`config.mk`:
```
export PLATFORM = sky130hd
export DESIGN_NAME = mck_logic
export DESIGN_NICKNAME = d
export VERILOG_FILES = /design/src/mck_pkg.sv /design/src/mck_logic.sv
export SDC_FILE = /design/constraint.sdc
export NUM_CORES = 1
export LEC_CHECK = 0
export ABC_AREA = 0
export BUFFER_PORTS_ARGS = -buffer_cell sky130_fd_sc_hd__buf_2
export CORE_UTILIZATION = 38
export DETAILED_ROUTE_END_ITERATION = 10
export PLACE_DENSITY = 0.66
export SYNTH_ARGS = -nofsm -noshare
export SYNTH_HDL_FRONTEND = slang
export SYNTH_SLANG_ARGS = --single-unit
```
`constraint.sdc`:
```
create_clock -name sys_clk -period 2.36 [get_ports sys_clk]
set_clock_uncertainty 0.05 [all_clocks]
set_input_delay 0.118 -clock sys_clk [delete_from_list [all_inputs] [get_ports sys_clk]]
set_output_delay 0.118 -clock sys_clk [all_outputs]
set_load 0.05 [all_outputs]
```
`src/mck_pkg.sv`:
```
// package for the machine check classification block
package mck_pkg;
  // machine check code bit positions (64-bit code, vector index n carries code bit n)
  localparam int MC_SYSTEM_DAMAGE_BIT  = 0;
  localparam int MC_PROC_DAMAGE_BIT    = 1;
  localparam int MC_RECOVERY_BIT       = 2;
  localparam int MC_CLOCK_DAMAGE_BIT   = 4;
  localparam int MC_TIMER_DAMAGE_BIT   = 5;
  localparam int MC_BACKUP_BIT         = 14;
  localparam int MC_STOR_LIMIT_BIT     = 17;
  localparam int MC_KEY_ERROR_BIT      = 18;
  localparam int MC_CODE_W             = 64;
  // fixed area byte addresses
  localparam logic [11:0] MC_CODE_ADDR      = 12'h0e8; // 232
  localparam logic [11:0] MC_FAIL_ADDR_ADDR = 12'h0f8; // 248
  localparam logic [11:0] MC_LOGOUT_ADDR    = 12'h100; // 256
  // control register 14 and status word master reset values
  localparam logic MC_RST_HARD_STOP_EN  = 1'b1;
  localparam logic MC_RST_RECOVERY_MASK = 1'b0;
  localparam logic MC_RST_EXTERNAL_MASK = 1'b1;
  localparam logic MC_RST_EFL_MASK      = 1'b0;
  localparam logic MC_RST_MASTER        = 1'b0;
  // machine check types
  typedef enum logic [2:0] {
    MCK_SYSTEM_RECOVERY, MCK_TIMER_DAMAGE, MCK_CLOCK_DAMAGE, MCK_PROC_DAMAGE, MCK_SYSTEM_DAMAGE
  } mck_type_t;
  localparam int MC_NTYPES = 5;
endpackage

```
`src/mck_logic.sv`:
```
// machine check classification, masking, code assembly and hard stop
//
// Functional notes
// [RULE_01] recovery interrupt needs master and recovery mask
// [RULE_02] limit recovery also needs limit mask
// [RULE_03] code bit 2 on recovery; retry logout
// [RULE_04] bit 17 with bit 2 on limit
// [RULE_05] timer damage gated by master and external
// [RULE_06] clock damage sets bit 4, same gating
// [RULE_07] clock invalid sticks for read-time condition
// [RULE_08] processing damage bit 1, master only
// [RULE_09] failing address stored at 248-251
// [RULE_10] logout bit marks control versus processor storage
// [RULE_11] key failure sets bit 18
// [RULE_12] backup bit 14 when state intact
// [RULE_13] system damage bit 0, master only
// [RULE_14] hard stop halts, no logout written
// [RULE_15] nested hard error causes hard stop
// [RULE_16] reset clears recovery and limit masks
// [RULE_17] reset sets external mask
// [RULE_18] reset clears master; load sets it
// [RULE_19] reset leaves hard stop enabled
// [RULE_20] master clear masks every type
// [RULE_21] taken interrupt presents disabled pending types too
// [RULE_22] one pending condition per type
// [RULE_23] interrupt stores code at 232-239
`timescale 1ns/1ps
module mck_logic
  import mck_pkg::*;
(
  // clock and reset
  input  wire logic                 sys_clk,
  input  wire logic                 rst,
  // status word and control register 14 (from the core)
  input  wire logic                 psw_load,
  input  wire logic                 psw_master_in,
  input  wire logic                 cr14_write,
  input  wire logic                 cr14_hard_stop_in,
  input  wire logic                 cr14_recovery_in,
  input  wire logic                 cr14_external_in,
  input  wire logic                 cr14_efl_in,
  // error detector pulses
  input  wire logic                 ev_retry_ok,
  input  wire logic                 ev_efl_reached,
  input  wire logic                 ev_timer_damage,
  input  wire logic                 ev_clock_damage,
  input  wire logic                 ev_storage_multibit,
  input  wire logic                 ev_key_failure,
  input  wire logic                 ev_cpu_unretryable,
  input  wire logic                 ev_backup_ok,
  input  wire logic                 ev_system_damage,
  input  wire logic                 ev_control_storage,
  input  wire logic [23:0]          ev_fail_addr,
  // interrupt handshake with the core
  input  wire logic                 int_ack,
  input  wire logic                 hard_done,
  // status and results
  output logic                      psw_master,
  output logic                      recovery_mask,
  output logic                      external_mask,
  output logic                      error_frequency_limit_mask,
  output logic                      hard_stop_en,
  output logic                      mck_int_req,
  output logic                      logout_we,
  output logic [MC_CODE_W-1:0]      mc_code,
  output logic [23:0]               fail_addr,
  output logic                      fail_addr_valid,
  output logic                      logout_ctl_storage,
  output logic                      logout_retry,
  output logic                      clock_invalid,
  output logic                      hard_stopped
);
  // ----------------------------------------------------------------
  // control state
  // ----------------------------------------------------------------
  logic [MC_NTYPES-1:0] pend_q;
  logic [MC_NTYPES-1:0] enab;
  logic                 limit_pend_q;
  logic                 retry_pend_q;
  logic                 key_pend_q;
  logic                 backup_pend_q;
  logic                 ctl_pend_q;
  logic [23:0]          addr_pend_q;
  logic                 addr_pend_v_q;
  logic                 in_hard_q;
  logic                 hard_ev;
  logic                 take;
  logic                 retry_req;
  logic                 limit_req;
  logic [MC_CODE_W-1:0] code_d;

  assign hard_ev = ev_storage_multibit | ev_key_failure | ev_cpu_unretryable | ev_system_damage;

  always_ff @(posedge sys_clk) begin
    if (rst) begin
      hard_stop_en               <= MC_RST_HARD_STOP_EN;  // [RULE_19]
      recovery_mask              <= MC_RST_RECOVERY_MASK; // [RULE_16]
      error_frequency_limit_mask <= MC_RST_EFL_MASK;      // [RULE_16]
      external_mask              <= MC_RST_EXTERNAL_MASK; // [RULE_17]
    end else if (cr14_write) begin
      hard_stop_en               <= cr14_hard_stop_in;    // [RULE_14]
      recovery_mask              <= cr14_recovery_in;
      external_mask              <= cr14_external_in;
      error_frequency_limit_mask <= cr14_efl_in;
    end
  end

  always_ff @(posedge sys_clk) begin
    if (rst) begin
      psw_master <= MC_RST_MASTER;  // [RULE_18]
    end else if (psw_load) begin
      psw_master <= psw_master_in;  // [RULE_18]
    end
  end

  // ----------------------------------------------------------------
  // pending conditions, one per type; repeats merge
  // ----------------------------------------------------------------
  // limit only counts as a recovery request when its own mask allows it
  assign limit_req = ev_efl_reached & error_frequency_limit_mask; // [RULE_02]
  assign retry_req = ev_retry_ok;

  always_ff @(posedge sys_clk) begin
    if (rst) begin
      pend_q        <= '0;
      limit_pend_q  <= 1'b0;
      retry_pend_q  <= 1'b0;
      key_pend_q    <= 1'b0;
      backup_pend_q <= 1'b0;
      ctl_pend_q    <= 1'b0;
      addr_pend_q   <= '0;
      addr_pend_v_q <= 1'b0;
    end else if (!hard_stopped) begin
      // set wins over the clear caused by presentation
      pend_q[MCK_SYSTEM_RECOVERY] <= (pend_q[MCK_SYSTEM_RECOVERY] & ~take) | retry_req | limit_req; // [RULE_22]
      pend_q[MCK_TIMER_DAMAGE]    <= (pend_q[MCK_TIMER_DAMAGE] & ~take) | ev_timer_damage;
      pend_q[MCK_CLOCK_DAMAGE]    <= (pend_q[MCK_CLOCK_DAMAGE] & ~take) | ev_clock_damage;
      pend_q[MCK_PROC_DAMAGE]     <= (pend_q[MCK_PROC_DAMAGE] & ~take)
                                     | ev_storage_multibit | ev_key_failure | ev_cpu_unretryable; // [RULE_08]
      pend_q[MCK_SYSTEM_DAMAGE]   <= (pend_q[MCK_SYSTEM_DAMAGE] & ~take) | ev_system_damage; // [RULE_13]
      limit_pend_q  <= (limit_pend_q & ~take) | limit_req;
      retry_pend_q  <= (retry_pend_q & ~take) | retry_req;
      key_pend_q    <= (key_pend_q & ~take) | ev_key_failure;
      // backup only when the unretryable failure left state intact
      backup_pend_q <= (backup_pend_q & ~take) | (ev_cpu_unretryable & ev_backup_ok); // [RULE_12]
      if (ev_storage_multibit | ev_key_failure) begin
        addr_pend_q   <= ev_fail_addr; // [RULE_09]
        addr_pend_v_q <= 1'b1;
        ctl_pend_q    <= ev_storage_multibit & ev_control_storage; // [RULE_10]
      end else if (take) begin
        addr_pend_v_q <= 1'b0;
        ctl_pend_q    <= 1'b0;
      end
    end
  end

  // ----------------------------------------------------------------
  // masking
  // ----------------------------------------------------------------
  always_comb begin
    enab                      = '0;
    enab[MCK_SYSTEM_RECOVERY] = recovery_mask;  // [RULE_01]
    enab[MCK_TIMER_DAMAGE]    = external_mask;  // [RULE_05]
    enab[MCK_CLOCK_DAMAGE]    = external_mask;  // [RULE_06]
    enab[MCK_PROC_DAMAGE]     = 1'b1;
    enab[MCK_SYSTEM_DAMAGE]   = 1'b1;
    enab                      = enab & {MC_NTYPES{psw_master}}; // [RULE_20]
  end

  // one interrupt carries every pending type, enabled or not
  assign take = mck_int_req & int_ack & ~hard_stopped; // [RULE_21]

  always_comb begin
    code_d                               = '0;
    code_d[MC_SYSTEM_DAMAGE_BIT]         = pend_q[MCK_SYSTEM_DAMAGE];   // [RULE_13]
    code_d[MC_PROC_DAMAGE_BIT]           = pend_q[MCK_PROC_DAMAGE];     // [RULE_08]
    code_d[MC_RECOVERY_BIT]              = pend_q[MCK_SYSTEM_RECOVERY]; // [RULE_03]
    code_d[MC_CLOCK_DAMAGE_BIT]          = pend_q[MCK_CLOCK_DAMAGE];    // [RULE_06]
    code_d[MC_TIMER_DAMAGE_BIT]          = pend_q[MCK_TIMER_DAMAGE];
    code_d[MC_BACKUP_BIT]                = backup_pend_q;               // [RULE_12]
    code_d[MC_STOR_LIMIT_BIT]            = limit_pend_q;                // [RULE_04]
    code_d[MC_KEY_ERROR_BIT]             = key_pend_q;                  // [RULE_11]
  end

  // ----------------------------------------------------------------
  // interrupt request and logout
  // ----------------------------------------------------------------
  always_ff @(posedge sys_clk) begin
    if (rst) begin
      mck_int_req <= 1'b0;
    end else begin
      // drop for one cycle after a take so the core sees fresh data
      mck_int_req <= |(pend_q & enab) & ~take & ~hard_stopped; // [RULE_20]
    end
  end

  always_ff @(posedge sys_clk) begin
    if (rst) begin
      logout_we          <= 1'b0;
      mc_code            <= '0;
      fail_addr          <= '0;
      fail_addr_valid    <= 1'b0;
      logout_ctl_storage <= 1'b0;
      logout_retry       <= 1'b0;
    end else begin
      logout_we <= take; // [RULE_23]
      if (take) begin
        mc_code            <= code_d;             // [RULE_23]
        fail_addr          <= addr_pend_q;        // [RULE_09]
        fail_addr_valid    <= addr_pend_v_q;
        logout_ctl_storage <= ctl_pend_q;         // [RULE_10]
        // recovery bit alone means a clean retry: processor logout is produced
        logout_retry       <= retry_pend_q & ~limit_pend_q; // [RULE_03]
      end
    end
  end

  // ----------------------------------------------------------------
  // clock validity and hard stop
  // ----------------------------------------------------------------
  always_ff @(posedge sys_clk) begin
    if (rst) begin
      clock_invalid <= 1'b0;
    end else if (ev_clock_damage) begin
      clock_invalid <= 1'b1; // [RULE_07]
    end
  end

  always_ff @(posedge sys_clk) begin
    if (rst) begin
      in_hard_q <= 1'b0;
    end else if (take && (pend_q[MCK_PROC_DAMAGE] || pend_q[MCK_SYSTEM_DAMAGE])) begin
      in_hard_q <= 1'b1;
    end else if (hard_done) begin
      in_hard_q <= 1'b0;
    end
  end

  always_ff @(posedge sys_clk) begin
    if (rst) begin
      hard_stopped <= 1'b0;
    end else if (hard_stop_en && in_hard_q && hard_ev) begin
      hard_stopped <= 1'b1; // [RULE_15] [RULE_14]
    end
  end
endmodule

```
==> flow_summary.yaml, run 1 <==
clock_network:
  cts-htree-levels: 3
  cts_buffer_depth: 2
  post_cts_resize_count: 0
  numClockSinks: 80
  root_buffer: "clkbuf_8"
  cts_tree: "yes"
  worstSkewPairLatency_ps: 340
  clkTransAtPathRegs_ps: 80
  cts_buffers: 9
pwr:
  power.switching_uw: 850
  powerDensity_nw_per_um2: 659
  power_leakage_uw: 0.00185
  ir_drop_mv: 0.266
  sw_frac_of_total: 0.306
  p_seq_frac: 0.517
  power.internal_uw: 1920
  comb_power_share: 0.169
  clkPwrFrac: 0.314
sta:
  slew_viol_final: 0
  worst_pin_slew_ps: 998
  setup_tns_ps: 0
  fin_crit_ps: 1610
  hold_viol: 0
  fmax_ghz: 0.621
  rsz0062_at_grt: "no"
  final.period_utilization: 0.683
  setup_violations: 0
  relSlewSlack: 0.334
worst_hold_path:
  min-delay-start: "ev_system_damage"
  min_path_cells: 3
  min_to: "hard_stopped"
  hp-class: "input port to flip-flop"
worst_setup_path:
  critPathLaunchType: "flip-flop"
  crit_chain: "o21bai_2 > nand2_1 > a21oi_1"
  reg2reg_slack_ps: 750
  critPathKind: "flip-flop to flip-flop"
  crit_start: "hard_stopped"
  r2r_cells: 3
  end_kind: "flip-flop"
  rr_endpoint: "addr_pend_q[23]"
  crit_fanout: 24
  crit_slowest_cell: "dfxtp_1"
  crit_path_max_incr_delay_ps: 640
  r2r-start: "hard_stopped"
  critPathArrivalTime_ps: 1830
  required_ps: 2580
synthesis:
  ys_seq_area_frac: 0.454
  ys_types: 28
  syn_inst: 401
  yosys_warnings: 0
  ys_ff_latch: 80
  postSynthAreaPerCell_sq_um: 8.80
  synth_area_sq_um: 3530
finish:
  instances_no_fill: 624
  design_area_sq_um: 4210
  syn_to_final_growth_pct: 19.3
  layout.nets: 556
  diodes: 0
  drive_gt1_frac: 0.322
place:
  hpwl_um: 4730
  port_buffers: 88
  place_inst: 576
  place.gp.congestion: 0.725
  dpl_cell_area_sq_um: 3720
run_status:
  outcome: "finished, violations left"
  violations: "design-rule violations"
routing:
  post-route-drc-count: 12
  dr.pass1.iters: 10
  vias: 2757
  ant_nets: 0
  drt_wl_total_um: 7320
  drt_iter0_markers: 102
  avgRoutedWirePerCell_um: 11.7
  viasPerCell: 4.42
floorplan:
  dieWidth_um: 98.4
  dieHeight_um: 98.4
  start_util: 0.399
  design.die.area_sq_um: 9670
  io_pins: 145
  floorplan.rows: 34
  coreArea_sq_um: 8850
run:
  maxCapViolCount: 0
global_route:
  grt_usage: 0.154
  grt_pass1_vias: 2460
  grt_start_max_net_pins: 66
  grt_pass1_wl_um: 11800
  antenna_found_initial: 0
  grt-ovfl-total: 0
## cell families after synthesis
family          Yosys count  synth area share
compound gates           84             0.158
buf+inv                  80             0.179
flops                    80             0.454
mux                       3           0.00851
other cells               1           0.00106
simple gates            153             0.199
## power groups by stage
stage	combinational (uW)	sequential (uW)	clock (uW)
floorplan	394	1500	0
global placement	425	1460	0
detailed placement	429	1470	0
CTS	470	1430	904
global route	502	1440	957
finish	470	1430	870
## cell usage after synthesis, drive strengths merged
cell type / count / area share
nand2: 120 / 0.15
dfxtp: 80 / 0.45
buf: 75 / 0.17
a21oi: 74 / 0.14
nor2: 15 / 0.016
clkbuf: 5 / 0.0053
nand3b: 5 / 0.011
nor2b: 5 / 0.0089
mux2i: 3 / 0.0085
o21ai: 3 / 0.0043
a211o: 2 / 0.0050
a211oi: 2 / 0.0043
and2b: 2 / 0.0043
and3b: 2 / 0.0050
a2bb2oi: 1 / 0.0025
conb: 1 / 0.0011
nand2b: 1 / 0.0018
nand3: 1 / 0.0014
nor3: 1 / 0.0014
o21ba: 1 / 0.0028
o21bai: 1 / 0.0032
or2: 1 / 0.0018
## worst max path at each step
stage	depth (start not counted)	endpoint
floorplan	5	fail_addr[12]
global placement	3	addr_pend_q[19]
detailed placement	3	addr_pend_q[23]
CTS	3	addr_pend_q[23]
global route	3	addr_pend_q[15]
finish	3	addr_pend_q[23]
## critical path, delay by kind of cell, from the launching register on
family / cells / cell delay (ps)
AO/OA/AOI/OAI: 2 / 690
flip-flops: 1 / 640
AND/OR/NAND/NOR: 1 / 160
## placed cells by master (no fill, tap or decap), types with 2 or more instances in the layout
cell type      netlist  layout
a211oi_1             2       2
nand3b_1             5       5
nor2_1              15      15
a21oi_2             29      29
a21oi_1             45      45
mux2i_1              3       3
nor2b_1              5       5
clkinv_2             0       4
buf_4               61       4
nand2_2             29      29
a211o_1              2       2
nand2_1             91      91
dlygate4sd3_1        0      32
buf_2                5      87
conb_1               1      56
and3b_1              2       2
and2b_1              2       2
clkbuf_8             0      10
dfxtp_1             80      80
o21ai_0              3       3
clkbuf_1             5       2
## metal layers
layer  vias up  routed length [um]  track usage
met5         -                   0            0
met4         0                  87       0.0586
met3         9                 410       0.0315
met2        88                3500        0.251
met1      1266                3330        0.200
li1       1394                   -            -
## final cells by class
cell class / count / area, sq um
well taps: 108 / 135
multi-input cells: 296 / 1500
repair buffers: 124 / 806
clock inverters: 4 / 20.0
flip-flops and latches: 80 / 1600
clock buffers: 12 / 145
fillers: 922 / 4640
## per-stage QoR
step / hold WS (ps) / total power (uW) / setup slack [ps] / utilization
floorplan: 184 / 1900 / 838 / -
global placement: 273 / 1890 / 780 / 0.421
detailed placement: 275 / 1890 / 721 / 0.421
CTS: 15.8 / 2810 / 709 / 0.476
global route: 39.1 / 2900 / 520 / 0.476
finish: 36.3 / 2770 / 749 / 0.476
## registers in the layout, indices dropped and copies added (netlist names), 5 cells and up
signal       flops
mc_code          8
fail_addr       24
pend_q           5
addr_pend_q     24
## repair_timing
action / 4_1_cts / 5_1_grt
setup buffers: 0 / 0
hold buffers: 32 / 0
hold endpoints to repair: 31 / 0
Power figures use the tool's default switching activity.
==> run 2: changes to the inputs <==
==> constraint.sdc (replaced) <==
create_clock -name sys_clk -period 1.65 [get_ports sys_clk]
set_clock_uncertainty 0.05 [all_clocks]
set_input_delay 0.0825 -clock sys_clk [delete_from_list [all_inputs] [get_ports sys_clk]]
set_output_delay 0.0825 -clock sys_clk [all_outputs]
set_load 0.05 [all_outputs]
==> run 2 against run 1 <==
Effect of this change: the flow still finishes with violations (design-rule violations); utilization increased by 1.7 points; flip-flop and latch count unchanged; clock-buffer cell count decreased by 2; highest routed layer unchanged; worst setup slack got worse by 480 ps; final cell count increased by 1.1%; cell area increased by 3.5%; critical endpoint is now external_mask; global-route usage increased by 0.28 points; worst hold slack got worse by 20 ps; critical path type is now input port to flip-flop; critical path depth increased by 1; routed wire length increased by 0.79%.
==> flow_summary.yaml, run 2 (same netlist as run 1, synthesis figures left out) <==
worst_hold_path:
  hp-class: "input port to flip-flop"
  min_path_cells: 3
sta:
  rsz0062_at_grt: "no"
  worst_pin_slew_ps: 1000
  hold_viol: 0
  setup_violations: 0
  slew_viol_final: 0
  setup_tns_ps: 0
  final.period_utilization: 0.837
  fmax_ghz: 0.724
  relSlewSlack: 0.332
  fin_crit_ps: 1380
finish:
  nFillCells: 873
  layout.nets: 565
  final_util: 0.492
  drive_gt1_frac: 0.325
  syn_to_final_growth_pct: 23.4
  mostFrequentLayoutCell: "nand2_1"
  top_regs: "addr_pend_q x24, fail_addr x24, mc_code x8"
  diodes: 0
  layout_common_cells: "91 x nand2_1, 87 x buf_2, 80 x dfxtp_1"
clock_network:
  clkTransAtPathRegs_ps: 80
  root_buffer: "clkbuf_8"
  post_cts_resize_count: 0
  cts_buffer_depth: 2
  cts_tree: "yes"
  cts-htree-levels: 3
  hold_buffers: 37
  numClockSinks: 80
  worstSkewPairLatency_ps: 340
  cts_setup_buffers: 0
  cts_buffers: 9
pwr:
  ir_drop_mv: 0.315
  power_leakage_uw: 0.00191
  p_total_uw: 4270
  powerDensity_nw_per_um2: 980
worst_setup_path:
  required_ps: 1830
  r2r_cells: 3
  critPathKind: "input port to flip-flop"
  critPathArrivalTime_ps: 1560
  crit_fanout: 1
  critPathLaunchType: "input port"
  end_kind: "flip-flop"
global_route:
  grt_pass1_wl_um: 12000
  grt_pass1_vias: 2594
  antenna_found_initial: 0
  grt_usage: 0.156
  grt-ovfl-total: 0
  grt_start_max_net_pins: 43
routing:
  avgRoutedWirePerCell_um: 11.7
  dr.pass1.iters: 8
  post-route-drc-count: 12
  ant_nets: 0
  drt_wl_total_um: 7380
  viasPerCell: 4.42
  drt_iter0_markers: 85
  vias: 2791
floorplan:
  coreArea_sq_um: 8850
  io_pins: 145
  dieWidth_um: 98.4
  start_util: 0.399
  design.die.area_sq_um: 9670
  floorplan.rows: 34
  dieHeight_um: 98.4
place:
  port_buffers: 88
  hpwl_um: 4990
  place.gp.congestion: 0.729
run_status:
  violations: "design-rule violations"
  outcome: "finished, violations left"
run:
  maxCapViolCount: 0
[run 2: cell count changes in the layout (fill, tap and decap cells not counted), sizes merged]
cell / before / now
buf: 92 / 96
bufinv: 0 / 2
clkbuf: 12 / 10
clkinv: 4 / 2
dlygate4sd3: 32 / 37
[run 2: routing by layer]
| layer | vias to the layer above | part of all wire | GRT usage |
|---|---|---|---|
| met4 | 0 | 0.013 | 0.0620 |
| li1 | 1410 | - | - |
| met1 | 1276 | 0.44 | 0.187 |
| met2 | 96 | 0.48 | 0.267 |
| met3 | 9 | 0.067 | 0.0422 |
| met5 | - | 0 | 0 |
[run 2: worst max-delay path: stages]
cell,delay (ps)
dlygate4sd3_1,540
buf_2,120
a211o_1,270
dlygate4sd3_1,540
[run 2: final timing paths]
path / slack [ps] / start / end
setup reg to reg: 280 / external_mask / external_mask
setup / recovery: 270 / cr14_external_in / external_mask
hold / removal: 20 / ev_cpu_unretryable / backup_pend_q
hold reg to reg: 400 / logout_retry / logout_retry
[run 2: final cells by class]
type / count / area (sq um) / share of cell area
Clock inverter: 4 / 70.1 / 0.0161
Tap cell: 108 / 135 / 0.0310
Multi-Input combinational cell: 296 / 1500 / 0.344
Timing Repair Buffer: 133 / 911 / 0.209
Clock buffer: 10 / 138 / 0.0316
Sequential cell: 80 / 1600 / 0.368
[run 2: stage by stage]
stage	std cells	cell area, sq um	hold slack [ps]	setup slack [ps]
6_report	631	4360	16.7	270
2_1_floorplan	456	3730	148	128
4_1_cts	631	4360	5.81	278
3_5_place_dp	580	3780	243	174
3_3_place_gp	580	3780	238	207
5_1_grt	631	4360	24.6	206
[run 2: report_power, final]
group          internal, uW  switching [uW]  leakage, uW  total (uW)
Clock                   872             651     0.000108        1520
Sequential             2010            44.5     0.000655        2050
Combinational           183             511      0.00115         694
==> run 3: changes to the inputs <==
--- a/config.mk
+++ b/config.mk
@@ -9,7 +9,7 @@
 export BUFFER_PORTS_ARGS = -buffer_cell sky130_fd_sc_hd__buf_2
 export CORE_UTILIZATION = 38
 export DETAILED_ROUTE_END_ITERATION = 10
-export PLACE_DENSITY = 0.66
+export PLACE_DENSITY = 0.68
 export SYNTH_ARGS = -nofsm -noshare
 export SYNTH_HDL_FRONTEND = slang
 export SYNTH_SLANG_ARGS = --single-unit
==> constraint.sdc (replaced) <==
create_clock -name sys_clk -period 1.2 [get_ports sys_clk]
set_clock_uncertainty 0.05 [all_clocks]
set_input_delay 0.06 -clock sys_clk [delete_from_list [all_inputs] [get_ports sys_clk]]
set_output_delay 0.06 -clock sys_clk [all_outputs]
set_load 0.05 [all_outputs]
==> run 3 against run 2 <==
Effect of this change: the flow finishes with violations (design-rule violations, negative setup slack); critical path type is now flip-flop to flip-flop; register-to-register slack worse by 360 ps; die area is the same; routed wire length rose by 19%; utilization is 4.9 points higher; worst hold slack gained 29 ps; via count grew 3.9%; combinational power is 51% higher.
==> flow_summary.yaml, run 3 (same netlist as run 1, synthesis figures left out) <==
run_status:
  outcome: "finished, violations left"
  violations: "design-rule violations, negative setup slack"
sta:
  slew_viol_final: 0
  fin_crit_ps: 1280
  setup_slack_ps: -84.8
  holdWs_ps: 45.8
  rsz0062_at_grt: "yes"
  setup_violations: 32
  final.period_utilization: 1.07
  fmax_ghz: 0.778
  hold_viol: 0
finish:
  multi_input_area_sq_um: 1570
  layout.nets: 580
  seqCellArea_sq_um: 1610
  drive_gt1_frac: 0.376
  top_regs: "addr_pend_q x24, fail_addr x24, mc_code x8"
  syn_to_final_growth_pct: 35.6
  nFillCells: 820
  diodes: 0
  layout_common_cells: "85 x nand2_1, 85 x buf_2, 77 x dfxtp_1"
worst_setup_path:
  crit_start: "hard_stopped"
  crit_path_max_incr_delay_ps: 360
  crit_slowest_cell: "dfxtp_4"
  reg2reg_slack_ps: -80
  crit_buf_inv: 3
  required_ps: 1390
  rr_endpoint: "fail_addr[16]"
  crit_top_cell: "buf_12"
  crit_fanout: 5
  crit_chain: "nand3b_1 > buf_6 > buf_12 > buf_12 > nand2_4 > a21oi_2"
  critPathArrivalTime_ps: 1470
  r2r-start: "hard_stopped"
  path_delay_family: "buffers and inverters"
  critPathKind: "flip-flop to flip-flop"
  critPathLaunchType: "flip-flop"
  r2r_cells: 6
  end_kind: "flip-flop"
routing:
  drt_wl_total_um: 8780
  drt_iter0_markers: 110
  vias: 2901
  dr.pass1.iters: 9
  viasPerCell: 4.48
  post-route-drc-count: 7
  avgRoutedWirePerCell_um: 13.5
  ant_nets: 0
clock_network:
  numClockSinks: 80
  cts_buffers: 9
  clkTransAtPathRegs_ps: 80
  worstSkewPairLatency_ps: 350
  cts_buffer_depth: 2
  cts-htree-levels: 3
  cts_tree: "yes"
  root_buffer: "clkbuf_8"
worst_hold_path:
  min_path_cells: 4
  min-delay-start: "ev_retry_ok"
  hp-class: "input port to flip-flop"
  min_to: "retry_pend_q"
floorplan:
  dieHeight_um: 98.4
  start_util: 0.399
  design.die.area_sq_um: 9670
  io_pins: 145
  coreArea_sq_um: 8850
  dieWidth_um: 98.4
  floorplan.rows: 34
place:
  port_buffers: 88
  place.gp.congestion: 0.796
  hpwl_um: 4970
pwr:
  comb_power_share: 0.162
  power_leakage_uw: 0.00209
  ir_drop_mv: 0.660
  p_seq_frac: 0.435
  p_total_uw: 6490
  power.internal_uw: 4720
  powerDensity_nw_per_um2: 1360
  clkPwrFrac: 0.403
  sw_frac_of_total: 0.273
  power.switching_uw: 1770
global_route:
  grt-ovfl-total: 0
  grt_pass1_vias: 2626
  antenna_found_initial: 0
  grt_usage: 0.164
  grt_start_max_net_pins: 40
  grt_pass1_wl_um: 12300
run:
  maxCapViolCount: 0
-- run 3: worst max path at each step --
| stage | to | depth (start not counted) |
|---|---|---|
| after global routing | fail_addr[16] | 6 |
| after detailed placement | pend_q[1] | 4 |
| after CTS | logout_ctl_storage | 4 |
| after global placement | pend_q[2] | 4 |
| after floorplan | fail_addr[8] | 5 |
| final | fail_addr[16] | 6 |
-- run 3: area by class of cell --
class	instances	area share
multi-input combinational	296	0.329
clock buffer	11	0.0295
tap	108	0.0282
sequential	80	0.336
timing repair buffer	148	0.250
clock inverter	5	0.0267
-- run 3: power groups by stage --
stage	Sequential, uW	Clock [uW]	Combinational, uW
6_report	2830	2610	1050
5_1_grt	2840	2800	1110
4_1_cts	2820	2680	973
3_5_place_dp	2880	0	873
3_3_place_gp	2880	0	866
2_1_floorplan	2950	0	778
-- run 3: timing repair --
item	in CTS	in global routing
buffers inserted	0	4
hold buffers	39	0
gates resized for setup	3	29
gates cloned	0	7
endpoints found under the hold margin	36	0
pin swaps	0	6
endpoints found under the setup margin	39	53
-- run 3: worst register-to-register path: cells and delay by family (launching register included) --
kind | cells | cell delay (ps)
AO/OA/AOI/OAI | 1 | 40
AND/OR/NAND/NOR | 2 | 270
flip-flops | 1 | 360
buffers and inverters | 3 | 460
-- run 3: layer usage --
layer	vias up	part of all wire	GRT usage	wire length, um
met3	11	0.060	0.0537	526
met5	-	0	0	0
met2	102	0.51	0.286	4440
li1	1453	-	-	-
met1	1335	0.42	0.187	3700
met4	0	0.012	0.0597	106
-- run 3: through the flow --
stage	TNS, ps	instance area (sq um)	utilization	setup WS [ps]	std cells
2_1_floorplan	-69.0	3760	-	-9.80	456
3_3_place_gp	-77.8	3820	0.432	-29.8	582
3_5_place_dp	-404	3820	0.432	-51.9	582
4_1_cts	-409	4490	0.508	-40.7	637
5_1_grt	-2710	4790	0.541	-123	648
6_report	-865	4790	0.541	-84.8	648
